**src/common/afp_pkg.sv**
```systemverilog
// Package: constants and types for the amplifier fault protection controller
package afp_pkg;
    // Clock rate
    localparam int unsigned CLK_HZ = 100_000_000;
    // Start-up interval after shutdown release, in microseconds
    localparam int unsigned STARTUP_US = 10_000;
    localparam int unsigned STARTUP_CYC = STARTUP_US * (CLK_HZ / 1_000_000);
    // DC-detect persistence, in milliseconds (event needs more than this)
    localparam int unsigned DC_DET_MS = 625;
    localparam longint unsigned DC_DET_CYC = 64'(DC_DET_MS) * 64'(CLK_HZ / 1000);
    // Counter width for the long timers
    localparam int unsigned TMR_W = 27;
    // Reset values
    localparam logic RST_LATCH = 1'b0;

    // Latched fault set
    typedef struct packed {
        logic over_current;
        logic over_temp;
        logic dc_detect;
    } afp_latch_s;

    // Sense inputs from the analog monitors
    typedef struct packed {
        logic supply_under;
        logic supply_over;
        logic over_current;
        logic over_temp;
        logic [1:0] duty_hi_pos;
        logic [1:0] duty_hi_neg;
    } afp_sense_s;

    // Control sequencer states
    typedef enum logic [1:0] {
        ST_SHUTDOWN = 2'b00,
        ST_STARTUP = 2'b01,
        ST_RUN = 2'b10
    } afp_state_e;
endpackage

```
**src/rtl/afp_dc_timer.sv**
```systemverilog
// DC-detect persistence timer for one channel polarity
`timescale 1ns/1ps
module afp_dc_timer #(
    parameter logic [26:0] LIMIT = 27'(afp_pkg::DC_DET_CYC)
) (
    input wire logic clk_sys_i,
    input wire logic rst_n_i,
    input wire logic clear_i,
    input wire logic level_i,
    output logic trip_o
);
    logic [26:0] cnt_q;
    logic [26:0] cnt_d;
    logic trip_q;
    logic trip_d;

    // Count continuous high time; any drop restarts the count
    always_comb begin
        cnt_d = cnt_q;
        trip_d = 1'b0;
        if (clear_i || !level_i) begin
            cnt_d = '0;
        end else if (cnt_q < LIMIT) begin
            cnt_d = cnt_q + 27'd1;
        end else begin
            trip_d = 1'b1;
        end
    end

    // Register counter and trip flag, held while the level stays high past the limit
    always_ff @(posedge clk_sys_i) begin
        if (!rst_n_i) begin
            cnt_q <= '0;
            trip_q <= 1'b0;
        end else begin
            cnt_q <= cnt_d;
            trip_q <= trip_d;
        end
    end

    assign trip_o = trip_q;
endmodule

```
**src/rtl/afp_ctrl.sv**
```systemverilog
// Fault supervision and output-stage shutdown control
// Function
// - Supply out of range: Hi-Z, no fault
// - Over-current latches fault, fault line low
// - Over-current latch forces outputs Hi-Z
// - Latches clear only by shutdown low pulse
// - Over-temperature latches, outputs disabled
// - Over-temperature latch drives fault line low
// - Duty above 63% over 625 ms trips
// - DC-detect latches, fault low, outputs Hi-Z
// - 10 ms start-up before amplification
// - Shutdown low mutes, enters low current
`timescale 1ns/1ps
module afp_ctrl #(
    // Cycle counts; a bench may shrink them to keep runs short
    parameter int unsigned STARTUP_CYC = afp_pkg::STARTUP_CYC,
    parameter int unsigned DC_DET_CYC = 32'(afp_pkg::DC_DET_CYC)
) (
    input wire logic clk_sys_i,
    input wire logic rst_n_i,
    input wire logic shutdown_n_input_i,
    input wire afp_pkg::afp_sense_s sense_i,
    output logic out_enable_o,
    output logic low_power_o,
    output logic fault_n_output_o,
    output logic fault_n_output_oe_o,
    output afp_pkg::afp_latch_s latch_o
);
    // ------------------------------------------------------------
    // Input synchronisers
    // ------------------------------------------------------------
    localparam int unsigned SW = $bits(afp_pkg::afp_sense_s) + 1;
    logic [SW-1:0] sync1_q;
    logic [SW-1:0] sync2_q;
    logic [SW-1:0] sync1_d;
    logic [SW-1:0] sync2_d;
    afp_pkg::afp_sense_s sense;
    logic sd_n;
    logic sd_n_prev_q;
    logic sd_n_prev_d;

    // Two flops on every asynchronous input
    always_comb begin
        sync1_d = {shutdown_n_input_i, sense_i};
        sync2_d = sync1_q;
        sd_n_prev_d = sd_n;
    end

    always_ff @(posedge clk_sys_i) begin
        if (!rst_n_i) begin
            sync1_q <= '0;
            sync2_q <= '0;
            sd_n_prev_q <= 1'b0;
        end else begin
            sync1_q <= sync1_d;
            sync2_q <= sync2_d;
            sd_n_prev_q <= sd_n_prev_d;
        end
    end

    assign sd_n = sync2_q[SW-1];
    assign sense = afp_pkg::afp_sense_s'(sync2_q[SW-2:0]);

    // ------------------------------------------------------------
    // DC-detect timers
    // ------------------------------------------------------------
    localparam logic [26:0] DC_LIMIT = 27'(DC_DET_CYC);
    logic [3:0] dc_level;
    logic [3:0] dc_trip;
    logic dc_any;

    assign dc_level = {sense.duty_hi_neg, sense.duty_hi_pos};

    // One timer per channel and polarity
    for (genvar g = 0; g < 4; g++) begin : g_dc
        afp_dc_timer #(
            .LIMIT(DC_LIMIT)
        ) u_dc (
            .clk_sys_i(clk_sys_i),
            .rst_n_i(rst_n_i),
            .clear_i(!sd_n),
            .level_i(dc_level[g]),
            .trip_o(dc_trip[g])
        );
    end
    assign dc_any = |dc_trip;

    // ------------------------------------------------------------
    // Fault latches
    // ------------------------------------------------------------
    afp_pkg::afp_latch_s latch_q;
    afp_pkg::afp_latch_s latch_d;
    logic sd_rise;
    logic any_latch;

    // Clear on return high after low; set beats clear
    assign sd_rise = sd_n && !sd_n_prev_q;
    always_comb begin
        latch_d = latch_q;
        if (sd_rise) begin
            latch_d = '0;
        end
        if (sense.over_current) begin
            latch_d.over_current = 1'b1;
        end
        if (sense.over_temp) begin
            latch_d.over_temp = 1'b1;
        end
        if (dc_any) begin
            latch_d.dc_detect = 1'b1;
        end
    end

    always_ff @(posedge clk_sys_i) begin
        if (!rst_n_i) begin
            latch_q <= '{default: afp_pkg::RST_LATCH};
        end else begin
            latch_q <= latch_d;
        end
    end
    assign any_latch = |latch_q;

    // ------------------------------------------------------------
    // Start-up sequencer
    // ------------------------------------------------------------
    localparam logic [26:0] SU_LAST = 27'(STARTUP_CYC - 1);
    afp_pkg::afp_state_e state_q;
    afp_pkg::afp_state_e state_d;
    logic [26:0] su_cnt_q;
    logic [26:0] su_cnt_d;
    logic supply_bad;
    logic en_q;
    logic en_d;

    assign supply_bad = sense.supply_under || sense.supply_over;

    // Shutdown, start-up wait, run
    always_comb begin
        state_d = state_q;
        su_cnt_d = su_cnt_q;
        unique case (state_q)
            afp_pkg::ST_SHUTDOWN: begin
                su_cnt_d = '0;
                if (sd_n) begin
                    state_d = afp_pkg::ST_STARTUP;
                end
            end
            afp_pkg::ST_STARTUP: begin
                if (!sd_n) begin
                    state_d = afp_pkg::ST_SHUTDOWN;
                end else if (su_cnt_q == SU_LAST) begin
                    state_d = afp_pkg::ST_RUN;
                end else begin
                    su_cnt_d = su_cnt_q + 27'd1;
                end
            end
            afp_pkg::ST_RUN: begin
                if (!sd_n) begin
                    state_d = afp_pkg::ST_SHUTDOWN;
                end
            end
            default: begin
                state_d = afp_pkg::ST_SHUTDOWN;
            end
        endcase
        // Output gate
        en_d = (state_d == afp_pkg::ST_RUN) && sd_n && !(|latch_d) && !supply_bad;
    end

    always_ff @(posedge clk_sys_i) begin
        if (!rst_n_i) begin
            state_q <= afp_pkg::ST_SHUTDOWN;
            su_cnt_q <= '0;
            en_q <= 1'b0;
        end else begin
            state_q <= state_d;
            su_cnt_q <= su_cnt_d;
            en_q <= en_d;
        end
    end

    // ------------------------------------------------------------
    // Outputs
    // ------------------------------------------------------------
    // Open-drain fault line: drive low while any latch is set
    assign out_enable_o = en_q;
    assign low_power_o = (state_q == afp_pkg::ST_SHUTDOWN);
    assign fault_n_output_o = 1'b0;
    assign fault_n_output_oe_o = any_latch;
    assign latch_o = latch_q;

    // ------------------------------------------------------------
    // Assertions
    // ------------------------------------------------------------
    property p_supply_no_fault;
        @(posedge clk_sys_i) disable iff (!rst_n_i)
        supply_bad && !any_latch |=> !out_enable_o;
    endproperty
    a_supply_no_fault: assert property (p_supply_no_fault)
        else $error("Outputs enabled with supply out of range");

    property p_oc_latch;
        @(posedge clk_sys_i) disable iff (!rst_n_i)
        sense.over_current |=> latch_q.over_current && fault_n_output_oe_o;
    endproperty
    a_oc_latch: assert property (p_oc_latch)
        else $error("Over-current did not latch fault");

    property p_oc_hiz;
        @(posedge clk_sys_i) disable iff (!rst_n_i)
        latch_q.over_current |-> !out_enable_o;
    endproperty
    a_oc_hiz: assert property (p_oc_hiz)
        else $error("Outputs on while over-current latched");

    property p_latch_hold;
        @(posedge clk_sys_i) disable iff (!rst_n_i)
        any_latch && !sd_rise |=> any_latch;
    endproperty
    a_latch_hold: assert property (p_latch_hold)
        else $error("Latch cleared without shutdown cycle");

    property p_ot_off;
        @(posedge clk_sys_i) disable iff (!rst_n_i)
        sense.over_temp |=> !out_enable_o && latch_q.over_temp;
    endproperty
    a_ot_off: assert property (p_ot_off)
        else $error("Over-temperature did not disable outputs");

    property p_fault_line;
        @(posedge clk_sys_i) disable iff (!rst_n_i)
        fault_n_output_oe_o == (latch_q != '0);
    endproperty
    a_fault_line: assert property (p_fault_line)
        else $error("Fault line does not follow latches");

    property p_dc_trip;
        @(posedge clk_sys_i) disable iff (!rst_n_i)
        dc_any |=> latch_q.dc_detect ##0 !out_enable_o;
    endproperty
    a_dc_trip: assert property (p_dc_trip)
        else $error("DC-detect did not latch and disable");

    property p_dc_short;
        @(posedge clk_sys_i) disable iff (!rst_n_i)
        $rose(dc_level[0]) ##1 !dc_level[0] |-> ##[1:3] !dc_trip[0];
    endproperty
    a_dc_short: assert property (p_dc_short)
        else $error("Short excursion tripped DC-detect");

    property p_startup;
        @(posedge clk_sys_i) disable iff (!rst_n_i)
        state_q == afp_pkg::ST_STARTUP |-> !out_enable_o;
    endproperty
    a_startup: assert property (p_startup)
        else $error("Outputs enabled during start-up");

    property p_sd_low;
        @(posedge clk_sys_i) disable iff (!rst_n_i)
        !sd_n |=> !out_enable_o ##0 low_power_o;
    endproperty
    a_sd_low: assert property (p_sd_low)
        else $error("Shutdown low did not mute");

    property p_enable_cause;
        @(posedge clk_sys_i) disable iff (!rst_n_i)
        out_enable_o |-> sd_n_prev_q && state_q == afp_pkg::ST_RUN && !any_latch;
    endproperty
    a_enable_cause: assert property (p_enable_cause)
        else $error("Outputs enabled without all conditions");

    c_oc: cover property (@(posedge clk_sys_i) disable iff (!rst_n_i) $rose(latch_q.over_current));
    c_clear: cover property (@(posedge clk_sys_i) disable iff (!rst_n_i) any_latch && sd_rise);
    c_run: cover property (@(posedge clk_sys_i) disable iff (!rst_n_i) $rose(out_enable_o));
    c_dc: cover property (@(posedge clk_sys_i) disable iff (!rst_n_i) dc_any);
endmodule

```
**config.mk**
```make
export PLATFORM = sky130hd
export DESIGN_NAME = afp_ctrl
export DESIGN_NICKNAME = d
export VERILOG_FILES = /design/src/common/afp_pkg.sv /design/src/rtl/afp_dc_timer.sv /design/src/rtl/afp_ctrl.sv
export SDC_FILE = /design/constraint.sdc
export NUM_CORES = 1
export LEC_CHECK = 0
export ABC_AREA = 1
export CAP_MARGIN = 10
export CORE_ASPECT_RATIO = 1.4
export CORE_UTILIZATION = 55
export CTS_BUF_LIST = sky130_fd_sc_hd__clkbuf_16
export DETAILED_ROUTE_END_ITERATION = 10
export DONT_BUFFER_PORTS = 1
export PLACE_DENSITY = 0.79
export SYNTH_ARGS = -nofsm -noshare
export SYNTH_HDL_FRONTEND = slang
export SYNTH_SLANG_ARGS = --single-unit
```
**constraint.sdc**
```tcl
create_clock -name clk_sys_i -period 2.4 [get_ports clk_sys_i]
set_clock_uncertainty 0.15 [all_clocks]
set_input_delay 0.12 -clock clk_sys_i [delete_from_list [all_inputs] [get_ports clk_sys_i]]
set_output_delay 0.12 -clock clk_sys_i [all_outputs]
set_load 0.05 [all_outputs]
```
# --- Word-level counts from Yosys, hierarchy flattened ---
# Index checks and enable logic that the tools add are counted.
op_classes:
  addsub: 5
  order_cmp: 4
  eq_ne: 6
  muxes: 16
  bitwise_logic: 1
  reduce_logical: 27
op_table:
  columns: ["operator", "count"]
  rows:
  - ["$add A27 B1 Y27 const B", 5]
  - ["$lt A27 B26 Y1 const B", 4]
  - ["$mux W27", 2]
  - ["$pmux W27 S2", 1]
  - ["$eq A27 B20 Y1 const B", 1]
  - ["$logic_not A1 Y1", 8]
  - ["$mux W2", 4]
  - ["$reduce_or A2 Y1", 4]
  - ["$mux W1", 7]
  - ["$pmux W2 S3", 1]
  - ["$reduce_or A3 Y1", 2]
  - ["$logic_or A1 B1 Y1", 5]
  - ["$eq A2 B2 Y1 const B", 2]
  - ["$logic_and A1 B1 Y1", 4]
  - ["$ne A2 B2 Y1 const B", 2]
  - ["$reduce_or A4 Y1", 1]
  - ["$mux W3", 1]
  - ["$reduce_and A3 Y1", 1]
  - ["$eq A2 B1 Y1 const B", 1]
  - ["$logic_not A2 Y1", 1]
  - ["$reduce_bool A2 Y1", 1]
  - ["$not A1 Y1", 1]
word_totals:
  regBits: 164

# --- Longest topological paths before layout ---
# Gate-level depths: netlist of the first run.
depth:
  word_depth: 8
  mapped_depth: 13
  mapped_depth_nobuf: 12

# --- Cells and area by module ---
# A second synthesis of the first run with hierarchy kept.
hier_totals:
  cells_unflattened: 1588
  hier_area_um2: 9849.4
by_module_without_submodules:
  columns: ["module", "instances", "cells_per_inst", "area_per_inst_um2", "seq_area_each_um2"]
  rows:
  - ["afp_dc_timer", 4, 294, 1799.2, 560.5]
  - ["afp_ctrl", 1, 412, 2652.5, 1041.0]

# --- Worst setup path after synthesis of the first run ---
# No wires, ideal clock.
synth_path:
  path_kind: "register to register"
  from: "register state_q[1]"
  to: "register su_cnt_q[6]"
  arrival_ps: 1811
  slack_ps: 327
  stages_incl_launch_ff: 8
  path_cell_list: "dfxtp_1 nor2_1 inv_1 nand2_1 buf_2 nand2_1 nor2_1 nor2_1"
synth_between:
  elab_chain_cells: 3
  elab_cells_between_ends: 7
synth_lines:
  columns: ["item", "line_no", "text"]
  rows:
  - ["from (decl)", "afp_ctrl.sv:127", "afp_pkg::afp_state_e state_q;"]
  - ["from (signal assigned)", "afp_ctrl.sv:172", "state_q <= afp_pkg::ST_SHUTDOWN;"]
  - ["from (signal assigned)", "afp_ctrl.sv:176", "state_q <= state_d;"]
  - ["$logic_not A2 Y1 (*)", null, null]
  - ["via low_power_o", "afp_ctrl.sv:24", "output logic low_power_o,"]
  - ["$reduce_bool A2 Y1 (no line)", null, null]
  - ["$reduce_and A3 Y1 (no line)", null, null]
  - ["to (signal assigned)", "afp_ctrl.sv:177", "su_cnt_q <= su_cnt_d;"]
  - ["to (decl)", "afp_ctrl.sv:129", "logic [26:0] su_cnt_q;"]
# Mark *: on every way through the listed nets, which the timed path passes. The rest lies on a longest branch.
# A chain may end at the register's enable or synchronous reset.

# --- Worst setup path in the final report of the first run ---
layout_path:
  from: "register g_dc[2].u_dc.cnt_q[0]"
  to: "register g_dc[2].u_dc.cnt_q[16]"
layout_between:
  elab_chain_cells: 1
  elab_cells_between_ends: 2
layout_lines:
  columns: ["item", "line_no", "text"]
  rows:
  - ["from (decl)", "afp_dc_timer.sv:12", "logic [26:0] cnt_q;"]
  - ["from (signal assigned)", "afp_dc_timer.sv:36", "cnt_q <= cnt_d;"]
  - ["$add A27 B1 Y27 / $lt A27 B26 Y1 (equally long branches)", "afp_dc_timer.sv:24, afp_dc_timer.sv:23", null]
# Parallel ways exist; a longest one is shown, timed or not.

==> flow_metrics.env, run 1 <==
export IMPL_instances_no_fill=1768
export IMPL_initial_utilization_pct=56.1
export IMPL_antenna_found_initial=0
export IMPL_use_met3_pct=4.53
export IMPL_grt_overflow=0
export IMPL_max_cap_viol_count=0
export IMPL_cts_tree="yes"
export IMPL_core_region_area_mm2=0.0167
export IMPL_gp_congestion=0.961
export IMPL_rsz0062_at_grt="false"
export IMPL_grt_max_degree=29
export IMPL_max_slew_margin_rel_pct=32.2
export IMPL_synthFlopType="dfxtp_1"
export IMPL_syn_area_per_cell_um2=6.09
export IMPL_end_kind="register"
export IMPL_slowest_delay_ns=0.45
export IMPL_cts_max_level=4
export IMPL_setup_slack_ns=0.242
export IMPL_syn_instance_count=1537
export IMPL_die_w_um=112
export IMPL_yosys_warnings=0
export IMPL_wire_per_inst_um=12.8
export IMPL_synth_most_common_cell="nand2_1"
export IMPL_layout_drive_gt1_share_pct=4.15
export IMPL_hold_depth=3
export IMPL_netlist_area_leader_share_pct=35.1
export IMPL_grt_usage_pct=27.0
export IMPL_clockBufferDepth=2
export IMPL_grt_pass1_wl_um=38500
export IMPL_root_buffer="clkbuf_16"
export IMPL_dp_cells=1727
export IMPL_met2_usage_pct=51.6
export IMPL_antenna_cells=0
export IMPL_critPathArrivalTime_ns=2.38
export IMPL_required_ns=2.62
export IMPL_die_height_um=156
export IMPL_ys_ff_latch=164
export IMPL_maxSlewViolCount=0
export IMPL_irDropWorstVdd_v=0.000456
export IMPL_clkTransAtPathRegs_ns=0.06
export IMPL_top_usage_layer="met2"
export IMPL_io_pins=18
export IMPL_powerDensity_mw_per_mm2=534
export IMPL_ant_nets=0
export IMPL_r2r_cells=8
export IMPL_fp_row_count=56
export IMPL_clock_latency_ns=0.44
export IMPL_syn_nets=1553
export IMPL_synth_edf_count=0
export IMPL_outcome="finished with violations"
export IMPL_nets=1569
export IMPL_critPathMaxFanout=7
export IMPL_pre_cts_ws_ns=0.208
export IMPL_portBuffers=0
export IMPL_vias=9273
export IMPL_vias_per_cell=5.24
export IMPL_ys_seq_area_share_pct=35.1
export IMPL_grt_pass1_vias=8819
export IMPL_failed_checks="design-rule violations"
export IMPL_synthTopCellsByCount="nand2_1, nor2_1, dfxtp_1"
export IMPL_drt_total_wl_um=22600
export IMPL_drtIter0Drc=526
export IMPL_critPathLaunchType="register"
export IMPL_crit_type="register to register"
export IMPL_async_flop_share_pct=0
export IMPL_drc=1
export IMPL_fin_crit_sh_pct=89.9
export IMPL_synthesis_area_mm2=0.00936
export IMPL_setup_tns_ns=0
export IMPL_dr_pass1_iters=8
export IMPL_place_hpwl_um=16300
export IMPL_finalHoldViolCount=0
export IMPL_hp_class="input port to register"
export IMPL_yosys_area_top_type="dfxtp_1"
export IMPL_cts_sinks=164
export IMPL_syn2layout_area_growth_pct=9.62
export IMPL_period_needed_ns=2.16
export IMPL_slowest_stage="dfxtp_1"
export IMPL_crit_top_cell="nand2_1"
export IMPL_setup_viol=0
export IMPL_fmax_mhz=463
export IMPL_numCtsBuffers=17
export IMPL_r2r_slack_ns=0.24
export IMPL_cp_cell_sequence="ha_1 > nand2_1 > nor2_1 > nand2_1 > nor2_1 > xor2_1 > nand2_1 > a21oi_1"
export IMPL_die_area_mm2=0.0176
export IMPL_p_leak_uw=0.00370
export IMPL_synthDistinctLibCells=29
export IMPL_synth_area_leaders="dfxtp_1, nand2_1, nor2_1, a21oi_1, inv_1"
export IMPL_met1_usage_pct=27.6
export IMPL_nFillCells=1593
export IMPL_worstMarginPinSlew_ns=1.02
==> timing repair <==
action | CTS | global route
hold buffers | 10 | 0
endpoints found under the setup margin | 0 | 2
endpoints found under the hold margin | 41 | 0
gates resized for setup | 0 | 2
buffers inserted | 0 | 0
==> layer usage <==
metal	share of wire [%]	vias up
met5	0	-
met4	4.2	0
met3	3.4	75
met2	52	199
met1	41	4161
li1	-	4838
==> sequential cells by signal, indices dropped and copies added, names as in the netlist <==
name	cells
state_q	2
g_dc.u_dc.cnt_q	108
sync2_q	9
out_enable_o	1
g_dc.u_dc.trip_o	4
sd_n_prev_q	1
latch_o	3
sync1_q	9
su_cnt_q	27
==> path summary, 6_finish.rpt <==
| path | startpoint | endpoint |
|---|---|---|
| setup / recovery | g_dc[2].u_dc.cnt_q[0] | g_dc[2].u_dc.cnt_q[16] |
| hold / removal | shutdown_n_input_i | sync1_q[8] |
| setup reg to reg | g_dc[2].u_dc.cnt_q[0] | g_dc[2].u_dc.cnt_q[16] |
| hold reg to reg | sync1_q[0] | sync2_q[0] |
==> worst max-delay path: cells and delay by family (launching register included) <==
family	cells	cell delay, ns
AOI/OAI and AO/OA	1	0.13
xor gates and xnor gates	1	0.17
adders and majority gates	1	0.27
DFF	1	0.45
and+or+nand+nor	5	0.92
==> stage by stage <==
step,area [um^2],hold WS (ns),util (%),power [uW]
finish,10300,0.178,61.5,5480
global route,10300,0.203,61.5,5660
CTS,10300,0.168,61.5,5530
detailed placement,9590,0.0739,57.5,2880
global placement,9590,0.0722,57.5,2880
floorplan,9360,0.0676,-,2860
==> cells by family after synthesis <==
group	count (synthesis)	synth area share (%)
flip-flops	164	35.1
other	1	0.0401
AND/OR/NAND/NOR	977	42.3
buffers and inverters	182	8.06
XOR/XNOR	63	5.89
adder cells (fa/ha/maj)	5	0.668
AO/OA/AOI/OAI	145	7.94
==> cells in the final DEF, fill, tap and decap left out, types with 2 or more instances in the layout <==
master / Yosys / layout
nor2_1: 257 / 257
xnor2_1: 19 / 19
clkinv_1: 2 / 4
clkinv_4: 0 / 3
bufinv_16: 0 / 2
o21ai_0: 23 / 23
buf_4: 4 / 20
nand3b_1: 16 / 16
xor2_1: 44 / 44
inv_1: 144 / 145
clkinvlp_4: 0 / 3
nor3_1: 24 / 24
clkbuf_16: 0 / 17
nand2_2: 3 / 3
nand2_1: 558 / 558
nand3_1: 89 / 89
nand3_2: 2 / 2
clkinv_2: 1 / 3
nand4_1: 20 / 20
nor2_2: 6 / 5
ha_1: 5 / 5
a21oi_1: 119 / 119
dfxtp_1: 164 / 164
dlygate4sd3_1: 0 / 9
==> where the power goes <==
part	leakage [uW]	internal (uW)	total, uW	switching, uW
Sequential	0.00132	2740	2750	13.2
Combinational	0.00210	26.6	85.1	58.5
Clock	0.000271	1520	2640	1130
==> area by class of cell <==
class	count	area (um^2)	area share, %
Timing Repair Buffer	31	273	2.66
Multi-Input combinational cell	1191	5330	51.9
Clock inverter	14	139	1.35
Tap cell	203	254	2.48
Inverter	148	559	5.45
Clock buffer	17	425	4.15
Sequential cell	164	3280	32.0
No activity file was read; power rests on OpenSTA's default activity.
==> inputs of run 2 (changes only) <==
- ABC_AREA: 1 -> not set
- HOLD_SLACK_MARGIN: not set -> 0.1
==> run 2 against run 1 <==
Net effect: the flow now finishes without violations; non-clock buffer count grew 21; sequential power about the same; count of clock-buffer cells in the layout unchanged; critical endpoint is now g_dc[0].u_dc.cnt_q[22]; highest routed layer unchanged.
==> flow_metrics.env, run 2 <==
export IMPL_grt_max_degree=36
export IMPL_root_buffer="clkbuf_16"
export IMPL_period_needed_ns=2.22
export IMPL_drtIter0Drc=429
export IMPL_place_area_mm2=0.00837
export IMPL_clockBufferDepth=2
export IMPL_hold_depth=2
export IMPL_drt_total_wl_um=18000
export IMPL_largest_register_ffs=108
export IMPL_setup_tns_ns=0
export IMPL_critPathMaxFanout=8
export IMPL_utilization_pct=64.2
export IMPL_cts_max_level=4
export IMPL_r2r_cells=5
export IMPL_slowest_delay_ns=0.58
export IMPL_netlist_area_leader_share_pct=40.9
export IMPL_rsz0062_at_grt="false"
export IMPL_critPathLaunchType="register"
export IMPL_max_slew_margin_rel_pct=52.4
export IMPL_synth_area_leaders="dfxtp_1, a21oi_1, or4_1, nand2_1, o31ai_1"
export IMPL_synthesis_area_mm2=0.00803
export IMPL_layout_drive_gt1_share_pct=9.35
export IMPL_clkTransAtPathRegs_ns=0.07
export IMPL_die_area_mm2=0.0151
export IMPL_crit_buf_inv=0
export IMPL_grt_pass1_wl_um=30300
export IMPL_vias_per_cell=6.32
export IMPL_antenna_found_initial=0
export IMPL_syn_instance_count=961
export IMPL_maxSlewViolCount=0
export IMPL_cp_cell_sequence="nand4_2 > or4_4 > or3_1 > or4_1 > nand2_1"
export IMPL_gp_congestion=0.879
export IMPL_setup_viol=0
export IMPL_initial_utilization_pct=57.0
export IMPL_place_hpwl_um=12300
export IMPL_vias=7459
export IMPL_powerDensity_mw_per_mm2=598
export IMPL_synth_edf_count=0
export IMPL_yosys_warnings=0
export IMPL_cts_sinks=164
export IMPL_ys_seq_area_share_pct=40.9
export IMPL_grt_pass1_vias=6761
export IMPL_clock_latency_ns=0.44
export IMPL_nFillCells=1171
export IMPL_outcome="finished, final reports clean"
export IMPL_finalHoldViolCount=0
export IMPL_die_height_um=145
export IMPL_antenna_cells=0
export IMPL_slowest_stage="or4_4"
export IMPL_synthDistinctLibCells=68
export IMPL_fin_area_mm2=0.00906
export IMPL_io_pins=18
export IMPL_async_flop_share_pct=0
export IMPL_core_region_area_mm2=0.0141
export IMPL_fin_crit_sh_pct=92.5
export IMPL_syn_nets=977
export IMPL_synthTopCellsByCount="dfxtp_1, nand2_1, a21oi_1"
export IMPL_ant_nets=0
export IMPL_fmax_mhz=450
export IMPL_crit_type="register to register"
export IMPL_layout_common_cells="dfxtp_1, nand2_1, a21oi_1"
export IMPL_hp_class="input port to register"
export IMPL_path_delay_family="simple AND/OR/NAND/NOR gates"
export IMPL_multi_input_area_mm2=0.00448
export IMPL_yosys_area_top_type="dfxtp_1"
export IMPL_drc=0
export IMPL_layout_commonest_cell="dfxtp_1"
export IMPL_fp_row_count=51
export IMPL_worstMarginPinSlew_ns=0.714
export IMPL_syn2layout_area_growth_pct=12.8
export IMPL_numCtsBuffers=17
export IMPL_die_w_um=104
export IMPL_max_flop_register="g_dc.u_dc.cnt_q"
export IMPL_fin_hold_ws_ns=0.107
export IMPL_grt_overflow=0
export IMPL_top_regs="g_dc.u_dc.cnt_q (108), su_cnt_q (27)"
export IMPL_crit_cells=5
export IMPL_dr_pass1_iters=4
export IMPL_nets=998
export IMPL_max_cap_viol_count=0
export IMPL_required_ns=2.63
export IMPL_seq_area_mm2=0.00328
export IMPL_portBuffers=0
export IMPL_cts_tree="yes"
export IMPL_irDropWorstVdd_v=0.000452
export IMPL_end_kind="register"
export IMPL_wire_per_inst_um=15.3
export IMPL_synthFlopType="dfxtp_1"
export IMPL_critPathArrivalTime_ns=2.45
export IMPL_ys_ff_latch=164
export IMPL_syn_area_per_cell_um2=8.36
export IMPL_p_leak_uw=0.00282
export IMPL_grt_usage_pct=24.0
export IMPL_synth_most_common_cell="dfxtp_1"
-- run 2: changes by cell type in the layout (fill, tap and decap cells not counted), sizes merged, moves of 43 or more --
cell   change
nand2    -463
nor2     -223
inv      -125
or4       +61
or3       +44
nand3     -43
-- run 2: what timing repair did --
item                                    in CTS  in global routing
hold buffers                                11                  0
endpoints found under the setup margin       0                  6
setup buffers                                0                  1
endpoints found under the hold margin       56                  0
gates resized for setup                      0                  1
-- run 2: final cells by class --
class	count	area share, %
Clock buffer	17	4.70
Sequential cell	164	36.2
Multi-Input combinational cell	734	49.5
Tap cell	185	2.56
Timing Repair Buffer	52	4.92
Inverter	13	0.539
Clock inverter	15	1.56
-- run 2: through the flow --
stage          worst slack (ns)  cells  power, uW
2_1_floorplan             0.296    961       2850
3_3_place_gp              0.210   1136       2860
3_5_place_dp              0.148   1136       2860
4_1_cts                   0.129   1179       5460
5_1_grt                 0.00968   1180       5590
6_report                  0.179   1180       5420
-- run 2: path summary, 6_finish.rpt --
| path | slack [ns] | from | to |
|---|---|---|---|
| max | 0.18 | g_dc[0].u_dc.cnt_q[6] | g_dc[0].u_dc.cnt_q[22] |
| min | 0.11 | rst_n_i | g_dc[2].u_dc.cnt_q[25] |
| max reg2reg | 0.18 | g_dc[0].u_dc.cnt_q[6] | g_dc[0].u_dc.cnt_q[22] |
| min reg2reg | 0.29 | sync1_q[2] | sync2_q[2] |
-- run 2: cell families (layout without fill, tap and decap cells) --
logic type	after synthesis	in the layout	synth area share [%]
AOI/OAI and AO/OA	244	244	19.6
xor gates and xnor gates	5	5	0.545
adders and majority gates	5	5	0.779
buffers and inverters	63	97	3.30
DFF	164	164	40.9
muxes	14	14	1.74
other	1	1	0.0467
and+or+nand+nor	465	465	33.2
-- run 2: per-layer routing --
layer / global-route usage, % / share of wire, % / vias up
li1: - / - / 3720
met1: 28.1 / 43 / 3538
met2: 42.0 / 51 / 159
met3: 4.00 / 4.1 / 42
met4: 11.6 / 2.3 / 0
met5: 0 / 0 / -
-- run 2: report_power, final --
group          switching [uW]  internal (uW)  total (uW)
clock                    1230           1370        2600
sequential               7.73           2740        2750
combinational            46.9           30.8        77.8
==> inputs of run 3 (changes only) <==
- GPL_TIMING_DRIVEN: not set -> 0
==> run 3 against run 2 <==
Net effect: critical endpoint is now g_dc[1].u_dc.cnt_q[12]; final area is 0.57% higher; sequential power hardly changed; final cell count is 1.2% higher; core utilization is 0.36 points higher; register-to-register slack worse by 0.06 ns; worst setup slack worse by 0.058 ns; count of clock-buffer cells in the layout stayed put; combinational power is 13% lower; highest routed layer unchanged; first-iteration DRC count is 1.4% lower; sequential share of layout area is 0.19 points lower; critical path depth is 2 higher.
==> flow_metrics.env, run 3 (same netlist as run 2, synthesis figures left out) <==
export IMPL_grt_overflow=0
export IMPL_pre_cts_ws_ns=-0.238
export IMPL_slowest_stage="dfxtp_1"
export IMPL_die_area_mm2=0.0151
export IMPL_nets=1012
export IMPL_r2r_slack_ns=0.12
export IMPL_cts_tree="yes"
export IMPL_fmax_mhz=439
export IMPL_crit_top_cell="buf_2"
export IMPL_end_kind="register"
export IMPL_grt_usage_pct=25.2
export IMPL_vias_per_cell=6.31
export IMPL_fp_row_count=51
export IMPL_finalHoldViolCount=0
export IMPL_die_height_um=145
export IMPL_clockBufferDepth=2
export IMPL_die_w_um=104
export IMPL_grt_max_degree=17
export IMPL_setup_viol=0
export IMPL_period_needed_ns=2.28
export IMPL_maxSlewViolCount=0
export IMPL_max_cap_viol_count=0
export IMPL_portBuffers=0
export IMPL_fin_crit_sh_pct=94.9
export IMPL_cts_max_level=4
export IMPL_layout_drive_gt1_share_pct=8.82
export IMPL_layout_commonest_cell="dfxtp_1"
export IMPL_clock_latency_ns=0.43
export IMPL_cts_sinks=164
export IMPL_required_ns=2.61
export IMPL_place_area_mm2=0.00826
export IMPL_ant_nets=0
export IMPL_max_slew_margin_rel_pct=57.2
export IMPL_internal_power_uw=4300
export IMPL_worstMarginPinSlew_ns=0.641
export IMPL_layout_common_cells="dfxtp_1, nand2_1, a21oi_1"
export IMPL_setup_slack_ns=0.121
export IMPL_antenna_found_initial=0
export IMPL_p_comb_share_pct=1.2
export IMPL_top_regs="g_dc.u_dc.cnt_q (108), su_cnt_q (27)"
export IMPL_hp_class="input port to register"
export IMPL_cp_cell_sequence="nor4_1 > and4_1 > a221o_1 > buf_2 > buf_2 > or4_1 > a21oi_1"
export IMPL_powerDensity_mw_per_mm2=604
export IMPL_outcome="finished, final reports clean"
export IMPL_numCtsBuffers=17
export IMPL_wire_per_inst_um=16.0
export IMPL_crit_type="register to register"
export IMPL_place_hpwl_um=12900
export IMPL_fin_hold_ws_ns=0.198
export IMPL_vias=7531
export IMPL_critPathLaunchType="register"
export IMPL_grt_pass1_vias=6858
export IMPL_io_pins=18
export IMPL_drtIter0Drc=423
export IMPL_seqPwrFrac_pct=50.1
export IMPL_sw_frac_of_total_pct=21.7
export IMPL_dr_pass1_iters=5
export IMPL_critPathArrivalTime_ns=2.48
export IMPL_largest_register_ffs=108
export IMPL_syn2layout_area_growth_pct=13.4
export IMPL_slowest_delay_ns=0.47
export IMPL_antenna_cells=0
export IMPL_core_region_area_mm2=0.0141
export IMPL_clkTransAtPathRegs_ns=0.06
export IMPL_setup_tns_ns=0
export IMPL_root_buffer="clkbuf_16"
export IMPL_drt_total_wl_um=19100
export IMPL_initial_utilization_pct=57.0
export IMPL_max_flop_register="g_dc.u_dc.cnt_q"
export IMPL_critPathMaxFanout=10
export IMPL_irDropWorstVdd_v=0.000536
export IMPL_gp_congestion=0.923
export IMPL_pwr_share_clk_pct=48.7
export IMPL_nFillCells=1178
export IMPL_p_leak_uw=0.00277
export IMPL_drc=0
export IMPL_grt_pass1_wl_um=31600
export IMPL_fin_area_mm2=0.00911
export IMPL_power_switching_uw=1200
run 3: cell count changes in the layout (fill, tap and decap cells not counted), moves of 3 or more:
cell / before / now
clkbuf_2: 0 / 5
clkbuf_4: 0 / 4
clkinv_2: 0 / 3
nor4_1: 17 / 14
clkbuf_1: 0 / 28
buf_2: 0 / 8
buf_4: 39 / 7
inv_6: 6 / 2
run 3: repair_timing:
action                                  CTS  global route
pin swaps                                 0             6
endpoints found under the setup margin   17            81
hold buffers                             10             0
resized for setup                         3            32
hold endpoints to repair                 19             0
buffers inserted                          0             6
run 3: routing by layer:
metal	wire length [um]	part of all wire, %	vias up	global-route usage, %
met3	849	4.4	39	5.12
met4	370	1.9	0	10.7
met5	0	0	-	0
met1	8180	43	3545	29.5
li1	-	-	3756	-
met2	9680	51	191	44.5
run 3: power groups by stage:
stage	logic, uW	clock network (uW)	registers, uW
after floorplan	43.4	0	2810
after global placement	52.9	0	2810
after detailed placement	53.8	0	2820
after CTS	67.1	2720	2750
after global routing	74.0	2840	2750
final	67.8	2680	2750
run 3: area by class of cell:
class	count	area [um^2]	area share [%]
multi-input cells	734	4580	50.3
flip-flops and latches	164	3280	36.1
clock buffers	17	425	4.67
plain buffers	50	238	2.61
well taps	185	231	2.54
clock inverters	15	156	1.72
repair buffers	16	145	1.59
inverters	13	48.8	0.536
run 3: final timing paths:
kind                            cells past startpoint                      to              startpoint
worst max register to register                      7  g_dc[1].u_dc.cnt_q[12]  g_dc[1].u_dc.cnt_q[17]
worst min register to register                      1              sync2_q[1]              sync1_q[1]
worst min-delay path                                2              sync1_q[7]              sense_i[7]
worst max-delay path                                7  g_dc[1].u_dc.cnt_q[12]  g_dc[1].u_dc.cnt_q[17]
run 3: worst max-delay path: cells and delay by family, from the launching register on:
| family | cells | cell delay [ns] |
|---|---|---|
| simple gates | 3 | 0.79 |
| compound gates | 2 | 0.44 |
| flops | 1 | 0.47 |
| buf+inv | 2 | 0.37 |
run 3: per-stage QoR:
step           instances  util, %  power, uW
2_1_floorplan        961        -       2850
3_3_place_gp        1146     58.6       2870
3_5_place_dp        1146     58.6       2870
4_1_cts             1188     63.5       5540
5_1_grt             1194     64.6       5670
6_report            1194     64.6       5500
